### config.mk
export PLATFORM = sky130hd
export DESIGN_NAME = stp_axis
export DESIGN_NICKNAME = d
export VERILOG_FILES = /design/src/rtl/stp_pkg.sv /design/src/rtl/stp_axis.sv
export SDC_FILE = /design/constraint.sdc
export NUM_CORES = 1
export LEC_CHECK = 0
export BUFFER_PORTS_ARGS = -buffer_cell sky130_fd_sc_hd__buf_2
export CORE_MARGIN = 2
export CORE_UTILIZATION = 50
export DETAILED_ROUTE_END_ITERATION = 8
export GPL_TIMING_DRIVEN = 0
export PLACE_DENSITY = 0.66
export SYNTH_ARGS = -nofsm -noshare
export SYNTH_HDL_FRONTEND = slang
export SYNTH_SLANG_ARGS = --single-unit
### constraint.sdc
create_clock -name mclk -period 14.9 [get_ports mclk]
set_input_delay 4.47 -clock mclk [delete_from_list [all_inputs] [get_ports mclk]]
set_output_delay 4.47 -clock mclk [all_outputs]
set_load 0.02 [all_outputs]
### src/rtl/stp_pkg.sv
// Constants, types and state layout of the stepper pulse axis controller.
package stp_pkg;
   localparam logic [1:0] ADDR_CMD = 2'h0;
   localparam logic [1:0] ADDR_DLO = 2'h1;
   localparam logic [1:0] ADDR_DMID = 2'h2;
   localparam logic [1:0] ADDR_DHI = 2'h3;

   typedef enum logic [1:0] {
      GRP_START = 2'b00,
      GRP_MODE = 2'b01,
      GRP_RSEL = 2'b10,
      GRP_OUT = 2'b11
   } stp_grp_t;

   typedef enum logic [1:0] {
      ST_IDLE = 2'b00,
      ST_WAIT = 2'b01,
      ST_RUN = 2'b10,
      ST_HALT = 2'b11
   } stp_st_t;

   // Start-stop command fields.
   localparam int SS_INT_BIT = 5;
   localparam int SS_START_BIT = 4;
   localparam int SS_RESET_BIT = 3;
   localparam int SS_RAMP_BIT = 2;
   localparam int SS_STBY_BIT = 1;
   localparam int SS_FH_BIT = 0;
   localparam logic [1:0] SS_DSTOP_CODE = 2'h3;
   // Operation mode command fields.
   localparam int MD_PROF_BIT = 5;
   localparam int MD_DIR_BIT = 3;
   localparam logic [2:0] MODE_ORIGIN = 3'h2;
   localparam logic [2:0] MODE_PRESET = 3'h4;
   // Register select command fields.
   localparam int RS_RDI_BIT = 4;
   localparam int RS_HOLD_BIT = 3;
   // Output mode command fields.
   localparam int OM_NOACC_BIT = 3;
   localparam int OM_SENS_BIT = 2;
   localparam int OM_EXT_BIT = 1;
   localparam int OM_IEN_BIT = 0;

   localparam logic [2:0] REG_PRESET = 3'h0;
   localparam logic [2:0] REG_START_SPEED = 3'h1;
   localparam logic [2:0] REG_RUN_SPEED = 3'h2;
   localparam logic [2:0] REG_ACCEL = 3'h3;
   localparam logic [2:0] REG_MULT = 3'h4;
   localparam logic [2:0] REG_RAMP_DOWN = 3'h5;
   localparam logic [2:0] REG_IDLE = 3'h6;
   localparam logic [2:0] REG_OTYPE = 3'h7;
   localparam logic [7:0][23:0] REG_MASK = {24'h00_0001, 24'h00_0007, 24'h00_FFFF,
      24'h00_03FF, 24'h00_03FF, 24'h00_1FFF, 24'h00_1FFF, 24'hFF_FFFF};

   localparam int CLK_NS = 10;
   localparam int FILTER_NS = 800;
   localparam int FILTER_CYC = (FILTER_NS + CLK_NS - 1) / CLK_NS;
   localparam int STEP_HIGH_NS = 100;
   localparam int STEP_HIGH_CYC = (STEP_HIGH_NS + CLK_NS - 1) / CLK_NS;
   localparam int ACC_W = 28;
   localparam logic [12:0] SCURVE_BAND = 13'h0010;
   localparam int IN_ORIGIN = 0;
   localparam int IN_TRIG = 1;

   typedef struct packed {
      logic [1:0] addr;
      logic wr;
      logic rd;
      logic [7:0] wdata;
   } stp_bus_t;

   typedef struct packed {
      stp_st_t st;
      logic [7:0][23:0] regs;
      logic [7:0] start_cmd;
      logic [7:0] mode_cmd;
      logic [7:0] rsel_cmd;
      logic [7:0] out_cmd;
      logic decel;
      logic [12:0] cur_speed;
      logic [ACC_W-1:0] acc;
      logic [10:0] acc_tmr;
      logic [3:0] hi_cnt;
      logic pulse_a;
      logic pulse_b;
      logic irq;
      logic stop_flag;
      logic ramp_flag;
      logic rd_q;
      logic [7:0] rdata;
      logic [1:0] sync1;
      logic [1:0] sync2;
      logic [1:0] filt;
      logic [1:0][6:0] fcnt;
      logic trig_q;
   } stp_state_t;
endpackage

### src/rtl/stp_axis.sv
// One stepping-motor pulse axis with its command, data and status bytes.
module stp_axis #(
   parameter logic [7:0] CHIP_ID = 8'h5A // Arbitrary identification value.
) (
   input wire logic mclk,
   input wire logic reset_n,
   input wire logic clk_en,
   input wire stp_pkg::stp_bus_t bus,
   input wire logic origin_in,
   input wire logic start_trig_in,
   output logic [7:0] rdata,
   output logic pulse_a,
   output logic pulse_b,
   output logic irq
);
   import stp_pkg::*;

   stp_state_t q;
   stp_state_t d;
   logic [2:0] sel;
   logic ext_mon;
   logic hs;
   logic preset_mode;
   logic preset_hold;
   logic [23:0] cnt;
   logic [12:0] target;
   logic [22:0] prod;
   logic [ACC_W:0] sum;
   logic [10:0] period;
   logic near_end;
   logic rd_start;
   logic rd_clr;
   logic stop_now;
   logic ramp_set;
   logic stop_set;
   logic step;
   logic active;
   logic dir;
   logic [7:0] st0;
   logic [7:0] st1;
   logic [7:0] st2;
   logic [23:0] row;
   logic [23:0] wval;
   logic [4:0] bpos;

   assign rdata = q.rdata;
   assign pulse_a = q.pulse_a;
   assign pulse_b = q.pulse_b;
   assign irq = q.irq;

   always_comb begin
      d = q;
      sel = q.rsel_cmd[2:0];
      ext_mon = q.out_cmd[OM_EXT_BIT];
      preset_mode = (q.mode_cmd[2:0] == MODE_PRESET);
      preset_hold = q.rsel_cmd[RS_HOLD_BIT];
      cnt = q.regs[REG_PRESET];
      dir = q.mode_cmd[MD_DIR_BIT];
      hs = q.start_cmd[SS_RAMP_BIT] & q.start_cmd[SS_FH_BIT];
      stop_set = 1'b0;
      stop_now = 1'b0;
      step = 1'b0;
      rd_clr = 1'b0;
      wval = '0;
      bpos = '0;
      row = '0;

      // Input pins: two-stage synchroniser, then the width filter.
      d.sync1 = {start_trig_in, origin_in};
      d.sync2 = q.sync1;
      for (int i = 0; i < 2; i++) begin
         if (q.sync2[i] == q.filt[i]) begin
            d.fcnt[i] = '0;
         end else if (q.out_cmd[OM_SENS_BIT] || q.fcnt[i] == 7'(FILTER_CYC - 1)) begin
            d.filt[i] = q.sync2[i];
            d.fcnt[i] = '0;
         end else begin
            d.fcnt[i] = q.fcnt[i] + 7'h01;
         end
      end
      d.trig_q = q.filt[IN_TRIG];

      // Speed target for the current command.
      target = q.start_cmd[SS_FH_BIT] ? q.regs[REG_RUN_SPEED][12:0]
         : q.regs[REG_START_SPEED][12:0];
      if (hs && preset_mode && cnt < q.regs[REG_RAMP_DOWN]) begin
         target = q.regs[REG_START_SPEED][12:0];
      end
      if (q.decel) begin
         target = q.regs[REG_START_SPEED][12:0];
      end

      // Ramp timer; the S-curve slows the steps near the start speed and near the target speed.
      period = q.regs[REG_ACCEL][10:0];
      near_end = (q.cur_speed - q.regs[REG_START_SPEED][12:0] < SCURVE_BAND)
         || (target - q.cur_speed < SCURVE_BAND) || (q.cur_speed - target < SCURVE_BAND);
      if (q.mode_cmd[MD_PROF_BIT] && near_end) begin
         period = {q.regs[REG_ACCEL][9:0], 1'b0};
      end

      // Pulse rate from an accumulator fed by speed times multiplier.
      prod = q.cur_speed * q.regs[REG_MULT][9:0];
      sum = {1'b0, q.acc} + (ACC_W + 1)'(prod);

      unique case (q.st)
         ST_IDLE: begin
            d.acc = '0;
            d.acc_tmr = '0;
         end
         ST_WAIT: begin
            if (q.filt[IN_TRIG] && !q.trig_q) begin
               d.st = ST_RUN;
            end
         end
         ST_RUN: begin
            d.acc = sum[ACC_W-1:0];
            step = sum[ACC_W];
            if (q.out_cmd[OM_NOACC_BIT]) begin
               d.cur_speed = target;
               d.acc_tmr = '0;
            end else if (q.cur_speed != target) begin
               if (q.acc_tmr >= period) begin
                  d.acc_tmr = '0;
                  d.cur_speed = (q.cur_speed < target) ? q.cur_speed + 13'h0001
                     : q.cur_speed - 13'h0001;
               end else begin
                  d.acc_tmr = q.acc_tmr + 11'h001;
               end
            end
            if (step && !preset_hold && cnt != 24'h00_0000) begin
               d.regs[REG_PRESET] = cnt - 24'h00_0001;
            end
            // Manual mode has no stop source here besides commands.
            if (q.mode_cmd[2:0] == MODE_ORIGIN && q.filt[IN_ORIGIN]) begin
               stop_now = 1'b1;
            end
            if (preset_mode && cnt == 24'h00_0000) begin
               stop_now = 1'b1;
            end
            if (q.decel && q.cur_speed <= q.regs[REG_START_SPEED][12:0]) begin
               stop_now = 1'b1;
            end
            if (stop_now) begin
               d.st = ST_HALT;
               d.decel = 1'b0;
               d.start_cmd[SS_START_BIT] = 1'b0;
               stop_set = q.start_cmd[SS_INT_BIT];
            end
         end
         ST_HALT: begin
            d.acc = '0;
         end
      endcase

      // Step pulse stretcher and output encoding.
      if (step) begin
         d.hi_cnt = 4'(STEP_HIGH_CYC);
      end else if (q.hi_cnt != 4'h0) begin
         d.hi_cnt = q.hi_cnt - 4'h1;
      end
      active = (d.hi_cnt != 4'h0);
      if (q.regs[REG_OTYPE][0]) begin
         d.pulse_a = active;
         d.pulse_b = dir;
      end else begin
         d.pulse_a = active & ~dir;
         d.pulse_b = active & dir;
      end

      // Command byte writes.
      if (bus.wr && bus.addr == ADDR_CMD) begin
         unique case (stp_grp_t'(bus.wdata[7:6]))
            GRP_START: begin
               if (bus.wdata[SS_START_BIT]) begin
                  if (bus.wdata[3:2] == SS_DSTOP_CODE) begin
                     if (q.st == ST_RUN) begin
                        d.decel = 1'b1;
                        d.start_cmd[SS_INT_BIT] = bus.wdata[SS_INT_BIT];
                     end else if (q.st == ST_WAIT) begin
                        d.st = ST_HALT;
                        d.start_cmd[SS_START_BIT] = 1'b0;
                        stop_set = bus.wdata[SS_INT_BIT];
                     end
                  end else if (q.st == ST_IDLE) begin
                     // A start is only taken after a reset.
                     d.start_cmd = bus.wdata;
                     d.cur_speed = q.regs[REG_START_SPEED][12:0];
                     d.st = bus.wdata[SS_STBY_BIT] ? ST_WAIT : ST_RUN;
                  end else if (q.st == ST_RUN && !q.decel) begin
                     d.start_cmd = bus.wdata;
                  end
               end else if (bus.wdata[SS_RESET_BIT]) begin
                  d.st = ST_IDLE;
                  d.decel = 1'b0;
                  d.start_cmd[SS_START_BIT] = 1'b0;
                  stop_set = 1'b1;
               end
            end
            GRP_MODE: d.mode_cmd = bus.wdata;
            GRP_RSEL: d.rsel_cmd = bus.wdata;
            GRP_OUT: d.out_cmd = bus.wdata;
         endcase
      end

      // Data byte writes go into the selected register.
      if (bus.wr && bus.addr != ADDR_CMD) begin
         bpos = 5'(({3'h0, bus.addr} - 5'h01) << 3);
         wval = q.regs[sel];
         wval[bpos +: 8] = bus.wdata;
         d.regs[sel] = wval & REG_MASK[sel];
      end

      // Status bytes.
      st0 = {q.irq, q.st == ST_HALT, dir, q.filt[IN_ORIGIN], q.st == ST_WAIT,
         q.ramp_flag, q.stop_flag, q.st == ST_RUN};
      st1 = {q.st == ST_RUN, q.decel, hs, q.filt[IN_ORIGIN], q.filt[IN_TRIG],
         q.st == ST_WAIT, q.stop_flag, q.ramp_flag};
      st2 = {1'b0, q.st, q.mode_cmd[2:0], dir, q.out_cmd[OM_NOACC_BIT]};

      // Read row selected by monitor mode and register select.
      if (sel == REG_PRESET) begin
         row = q.regs[REG_PRESET];
      end else if (!ext_mon) begin
         row = {8'h00, 8'h00, st1};
      end else begin
         unique case (sel)
            REG_START_SPEED: row = {q.start_cmd, q.regs[sel][15:0]};
            REG_RUN_SPEED: row = {q.mode_cmd, q.regs[sel][15:0]};
            REG_ACCEL: row = {q.rsel_cmd, q.regs[sel][15:0]};
            REG_MULT: row = {q.out_cmd, q.regs[sel][15:0]};
            REG_RAMP_DOWN: row = {q.regs[REG_OTYPE][7:0], q.regs[sel][15:0]};
            REG_IDLE: row = {3'h0, q.cur_speed, q.regs[sel][7:0]};
            REG_OTYPE: row = {CHIP_ID, st2, st1};
            default: row = '0;
         endcase
      end

      // Reads latch once at the start and hold while rd stays high.
      d.rd_q = bus.rd;
      rd_start = bus.rd && !q.rd_q;
      if (rd_start) begin
         unique case (bus.addr)
            ADDR_CMD: d.rdata = st0;
            ADDR_DLO: d.rdata = row[7:0];
            ADDR_DMID: d.rdata = row[15:8];
            ADDR_DHI: d.rdata = row[23:16];
         endcase
         rd_clr = (bus.addr == ADDR_CMD);
      end

      // Interrupt sources; a new event beats a clear in the same cycle.
      ramp_set = preset_mode && q.st == ST_RUN && cnt < q.regs[REG_RAMP_DOWN];
      d.ramp_flag = d.rsel_cmd[RS_RDI_BIT] && (ramp_set || (q.ramp_flag && !rd_clr));
      d.stop_flag = stop_set || (q.stop_flag && !rd_clr);
      d.irq = q.out_cmd[OM_IEN_BIT] && (d.ramp_flag || d.stop_flag);
   end

   always_ff @(posedge mclk or negedge reset_n) begin
      if (!reset_n) begin
         q <= '0;
      end else if (clk_en) begin
         q <= d;
      end
   end
endmodule

==> results.cfg, run 1 <==
[run_status]
status = finished, final reports clean

[synthesis]
synth_fp_nets = 2839
yosys_warnings = 0
syn_avg_cell_area_um2 = 8.99
synth_edf_count = 0
synthArstFlopShare_pct = 100
syn_inst = 2554
synth_top_area_share_pct = 32.0
synth_simple_gate_area_share_pct = 17.9
synthFlopType = dfrtp_1
synth_xor_area_share_pct = 1.79
synth.mux.area_fraction_pct = 7.36
synth_top_cell_by_area = dfrtp_1
synth-seq-cells = 294
synthAdderAreaFrac_pct = 18.2
synthesis.area_um2 = 23000
synth_compound_area_share_pct = 16.6
synth_top_family_by_area = adder cells
ys_types = 87
ys_seq_area_share_pct = 32.0
synthTopCellsByArea = dfrtp_1 32%, fa_1 9.6%, ha_1 8.6%

[clock_tree]
post_cts_buffers = 0
cts_max_path_buffers = 3
cts_repair_resize_count = 0
hold_buffers = 0
root_buffer = clkbuf_16
cts_tree = built
cts.sinks = 294
htreeDepth = 2
cts.reportedPaths.clkPinSlew_ns = 0.06
clk_latency_ns = 0.57
cts_buffers = 36

[setup_path]
r2r-start = cnt[22]
slowest_delay_ns = 0.72
endpoint_kind = flop
cp_num_buf_inv = 5
cp_top_family = compound AO/OA/AOI/OAI gates
crit_path_frequent_cell = o21ai_0
cp-start-kind = flop
arrival_ns = 10.70
critPathSlowestCell = o211ai_1
startpoint = cnt[22]
worstSetupPathType = flop to flop
required_ns = 15.29
cp_max_fo = 10

[sta]
fin_skew_ns = 0.0282
tns_ns = 0
fmax_mhz = 97.0
worst_slew_pin_slew_ns = 1.43
fin_crit_ns = 10.31
maxSlewHeadroom_pct = 4.14
hold_viol = 0
finalWorstSetupSlack_ns = 4.59
drv_slew = 0
finalSetupViolCount = 0
rsz0062_at_grt = no
post-route-period-util_pct = 69.2

[placement]
port_buffers = 23
placed_cell_area_um2 = 23900
pre_cts_ws_ns = 4.85
gp_congestion = 1.01
detailed_place_hpwl_um = 61600

[power_and_ir_drop]
power.internal_mw = 2.98
p_clk_share_pct = 15.3
p_comb_share_pct = 63.9
p_per_area_nw_per_um2 = 236
switchingPower_mw = 2.95
seqPwrFrac_pct = 20.8
peakVddDrop_mv = 0.305
p_sw_share_pct = 49.7
p_leak_nw = 11.6

[routing]
drtAntennaViolNets = 0
wl_um = 80000
drcViolationCount = 0
dr.first_iter.drc_count = 2458
wire_per_inst_um = 24.7
num_vias = 20400
drtPass1Iterations = 8
vias_per_cell = 6.29

[global_route]
first_global_vias = 20000
grt_remaining_overflow = 0
grt_start_max_net_pins = 120
antenna_found_initial = 3
grt_pass1_wl_um = 122000
grt_use_total_pct = 34.2

[die]
die_width_um = 218
num_io_pins = 28
start_util_pct = 50.6
die-height_um = 218
die_area_um2 = 47700
core_region_area_um2 = 45400
num_rows = 78

[cells_and_area]
finalNetCount = 2902
fin_area_um2 = 25100
fillers = 4098
drive_above_1_share_pct = 7.12
syn2layout_area_growth_pct = 9.23

[flow_run]
cap_viol_max_count = 0

[worst_hold_path]
hold_class = flop to flop
hold_path_startpoint = q[107]
layout make-up:
class | instances | area (um^2) | area share, %
multi-input cells | 1894 | 14200 | 56.6
clock buffers | 48 | 997 | 3.98
flip-flops and latches | 294 | 7360 | 29.3
plain buffers | 147 | 598 | 2.38
inverters | 219 | 822 | 3.28
clock inverters | 14 | 188 | 0.748
well taps | 600 | 751 | 2.99
repair buffers | 25 | 180 | 0.718
diodes | 1 | 2.50 | 0.00998
cell usage after synthesis, types with 9 or more instances:
master      n
a21o_1     31
a21oi_1   146
a22o_1      9
a311oi_1   18
a31oi_1    17
and2_1     91
and3_1     14
buf_1      23
clkbuf_1  111
dfrtp_1   294
fa_1      110
ha_1      158
inv_1     218
mux2_2     46
mux2i_1    45
mux4_2     32
nand2_1   335
nand2b_1   22
nand3_1    37
nand4_1    30
nor2_1    159
nor2b_1    63
nor3_1     38
nor4_1     13
o211ai_1   17
o21a_1     17
o21ai_0   189
o22ai_1    16
o31ai_1    21
o32ai_1    10
or3_1      27
xnor2_1    23
xor2_1     24
sequential cells by signal (all words and copies together) (netlist names):
register,cells
pulse_b,1
cnt,24
pulse_a,1
rdata,8
d,3
q,253
ext_mon,1
dir,1
irq,1
preset_hold,1
cell usage in the layout, fill, tap and decap left out, types with 27 or more instances in the layout:
cell	instances
dfrtp_1	294
clkbuf_1	119
mux2i_1	45
nor3_1	38
mux4_2	32
nand3_1	37
or3_1	27
a21o_1	31
nor2b_1	63
ha_1	158
mux2_2	46
and2_1	91
clkbuf_16	37
o21ai_0	189
nor2_1	159
inv_1	218
fa_1	110
nand2_1	335
a21oi_1	146
nand4_1	30
worst paths after layout:
check                           endpoint  slack, ns  cells past startpoint
min in group asynchronous          q[52]       3.87                      1
worst min-delay path              q[107]       0.47                      1
max in group asynchronous         cnt[5]       9.89                      2
worst max-delay path               q[85]       4.59                     37
worst max register to register     q[85]       4.59                     37
worst min register to register    q[107]       0.47                      1
through the flow:
stage	cells	power (mW)	util (%)	hold slack, ns
2_1_floorplan	2554	3.96	-	0.427
3_3_place_gp	3177	4.85	52.5	0.453
3_5_place_dp	3179	4.95	52.6	0.453
4_1_cts	3241	5.88	55.3	0.473
5_1_grt	3242	6.44	55.3	0.492
6_report	3242	5.93	55.3	0.473
power by group through the flow:
stage	Sequential, mW	Combinational (mW)	Clock (mW)
floorplan	1.07	2.88	0
global placement	1.22	3.63	0
detailed placement	1.23	3.73	0
CTS	1.21	3.75	0.918
global route	1.24	4.26	0.948
finish	1.23	3.79	0.909
metal layers:
metal	wire length [um]	GRT usage (%)
met1	34100	47.9
met2	33700	50.1
met3	8470	8.80
met4	3790	14.7
met5	20	0
logic make-up after synthesis:
| group | count (synthesis) |
|---|---|
| flip-flops | 294 |
| adder cells (fa/ha/maj) | 268 |
| multiplexers | 123 |
| buffers and inverters | 366 |
| AND/OR/NAND/NOR | 860 |
| AO/OA/AOI/OAI | 596 |
| XOR/XNOR | 47 |
Note: power is estimated with default switching activity, not from simulation.
==> run 2, diff against run 1 <==
==> constraint.sdc (replaced) <==
create_clock -name mclk -period 10.66 [get_ports mclk]
set_input_delay 3.198 -clock mclk [delete_from_list [all_inputs] [get_ports mclk]]
set_output_delay 3.198 -clock mclk [all_outputs]
set_load 0.02 [all_outputs]
==> results.cfg, run 2 (synthesized netlist as in run 1, its figures left out) <==
[run_status]
status = finished, violations left
violations = max-capacitance violations

[die]
die_area_um2 = 47700
num_rows = 78
core_region_area_um2 = 45400
start_util_pct = 50.6
die-height_um = 218
die_width_um = 218
num_io_pins = 28

[setup_path]
crit_path_frequent_cell = o21ai_0
critPathSlowestCell = nor4_2
rrSetupSlack_ns = 0.80
required_ns = 11.05
slowest_delay_ns = 0.50
endpoint_kind = flop
cp-start-kind = flop
cp_max_fo = 10
rr_endpoint = q[85]
r2r-start = cnt[22]
arrival_ns = 10.25
worstSetupPathType = flop to flop
reg2regPathDepth = 38

[cells_and_area]
largest_reg_flops = 253
top_register = q
syn2layout_area_growth_pct = 9.29
fillers = 4100
final_common_cell = nand2_1
finalNetCount = 2904
final_cells = 3244
final_cell_mix = 335 x nand2_1, 294 x dfrtp_1, 218 x inv_1
drive_above_1_share_pct = 7.19

[worst_hold_path]
worstHoldEndpoint = q[107]
min_delay_path_depth = 1
hold_class = flop to flop
hold_path_startpoint = q[107]

[clock_tree]
post_cts_buffers = 0
cts.reportedPaths.clkPinSlew_ns = 0.06
cts_buffers = 36
cts.sinks = 294
cts_tree = built
htreeDepth = 2
clk_latency_ns = 0.57
hold_buffers = 0
cts_repair_resize_count = 0
cts_max_path_buffers = 3
root_buffer = clkbuf_16

[sta]
finalSetupViolCount = 0
rsz0062_at_grt = no
hold_viol = 0
tns_ns = 0
fmax_mhz = 101
worst_slew_pin_slew_ns = 1.46
maxSlewHeadroom_pct = 1.91
post-route-period-util_pct = 92.5
holdWs_ns = 0.473
fin_skew_ns = 0.0272
drv_slew = 0
fin_crit_ns = 9.86

[routing]
highest_layer = met5
vias_per_cell = 6.25
dr.first_iter.drc_count = 2491
num_vias = 20300
drtAntennaViolNets = 0
wire_per_inst_um = 24.6
dr_wl_met3_um = 8430
drtPass1Iterations = 8
wl_um = 79900
drcViolationCount = 0
route.met2.wl_um = 33800
wl_met1_um = 33900

[power_and_ir_drop]
seqPwrFrac_pct = 20.8
p_comb_share_pct = 63.9
peakVddDrop_mv = 0.422
switchingPower_mw = 4.12
p_leak_nw = 11.7
p_per_area_nw_per_um2 = 330
p_sw_share_pct = 49.7
power.internal_mw = 4.17
p_clk_share_pct = 15.3

[global_route]
grt_start_max_net_pins = 120
antenna_found_initial = 3
grt_remaining_overflow = 0
first_global_vias = 20000
grt_pass1_wl_um = 122000
grt_use_total_pct = 34.2

[flow_run]
cap_viol_max_count = 1

[placement]
port_buffers = 23
dp.cells = 3179
detailed_place_hpwl_um = 61600
gp_congestion = 1.01
-- run 2: cell types whose count changed in the layout (fill, tap and decap cells not counted) --
cell and delta:
buf_4 +2
-- run 2: metal layers --
layer  vias up  global-route usage (%)
met3       226                    8.80
li1       8995                       -
met4         2                    14.7
met2      1011                    50.1
met1     10000                    47.9
met5         -                       0
-- run 2: critical path, delay by kind of cell (launching register included) --
family	cells	cell delay, ns
flops	1	0.49
xor+xnor	1	0.19
mux	1	0.21
buf+inv	6	2.05
simple gates	6	1.57
fa+ha+maj	3	1.02
compound gates	21	4.11
-- run 2: through the flow --
| stage | total power, mW | setup slack, ns | cell area, um^2 | utilization, % |
|---|---|---|---|---|
| after floorplan | 5.53 | 3.08 | 23000 | - |
| after global placement | 6.78 | 0.636 | 23800 | 52.5 |
| after detailed placement | 6.92 | 0.609 | 23900 | 52.6 |
| after CTS | 8.22 | 0.609 | 25100 | 55.3 |
| after global routing | 9.01 | 0.279 | 25100 | 55.3 |
| final | 8.29 | 0.800 | 25100 | 55.3 |
-- run 2: area by class of cell --
cell class | count | area, um^2 | area share, %
timing repair buffer | 27 | 195 | 0.778
buffer | 147 | 598 | 2.38
tap | 600 | 751 | 2.99
clock inverter | 14 | 188 | 0.748
clock buffer | 48 | 997 | 3.97
multi-input combinational | 1894 | 14200 | 56.5
antenna | 1 | 2.50 | 0.00997
sequential | 294 | 7360 | 29.3
inverter | 219 | 822 | 3.28
-- run 2: power by group through the flow --
| stage | Clock [mW] | Combinational, mW | Sequential, mW |
|---|---|---|---|
| finish | 1.27 | 5.29 | 1.72 |
| global route | 1.32 | 5.96 | 1.73 |
| CTS | 1.28 | 5.25 | 1.70 |
| detailed placement | 0 | 5.21 | 1.71 |
| global placement | 0 | 5.07 | 1.71 |
| floorplan | 0 | 4.03 | 1.50 |
-- run 2: worst max path at each step --
| stage | from | to | slack, ns | cells after the start |
|---|---|---|---|---|
| after global placement | reset_n | q[213] | 0.64 | 1 |
| after global routing | cnt[22] | q[83] | 0.28 | 38 |
| final | cnt[22] | q[85] | 0.80 | 38 |
| after detailed placement | cnt[22] | q[85] | 0.61 | 37 |
| after CTS | cnt[22] | q[85] | 0.61 | 37 |
| after floorplan | cnt[18] | q[83] | 3.08 | 37 |
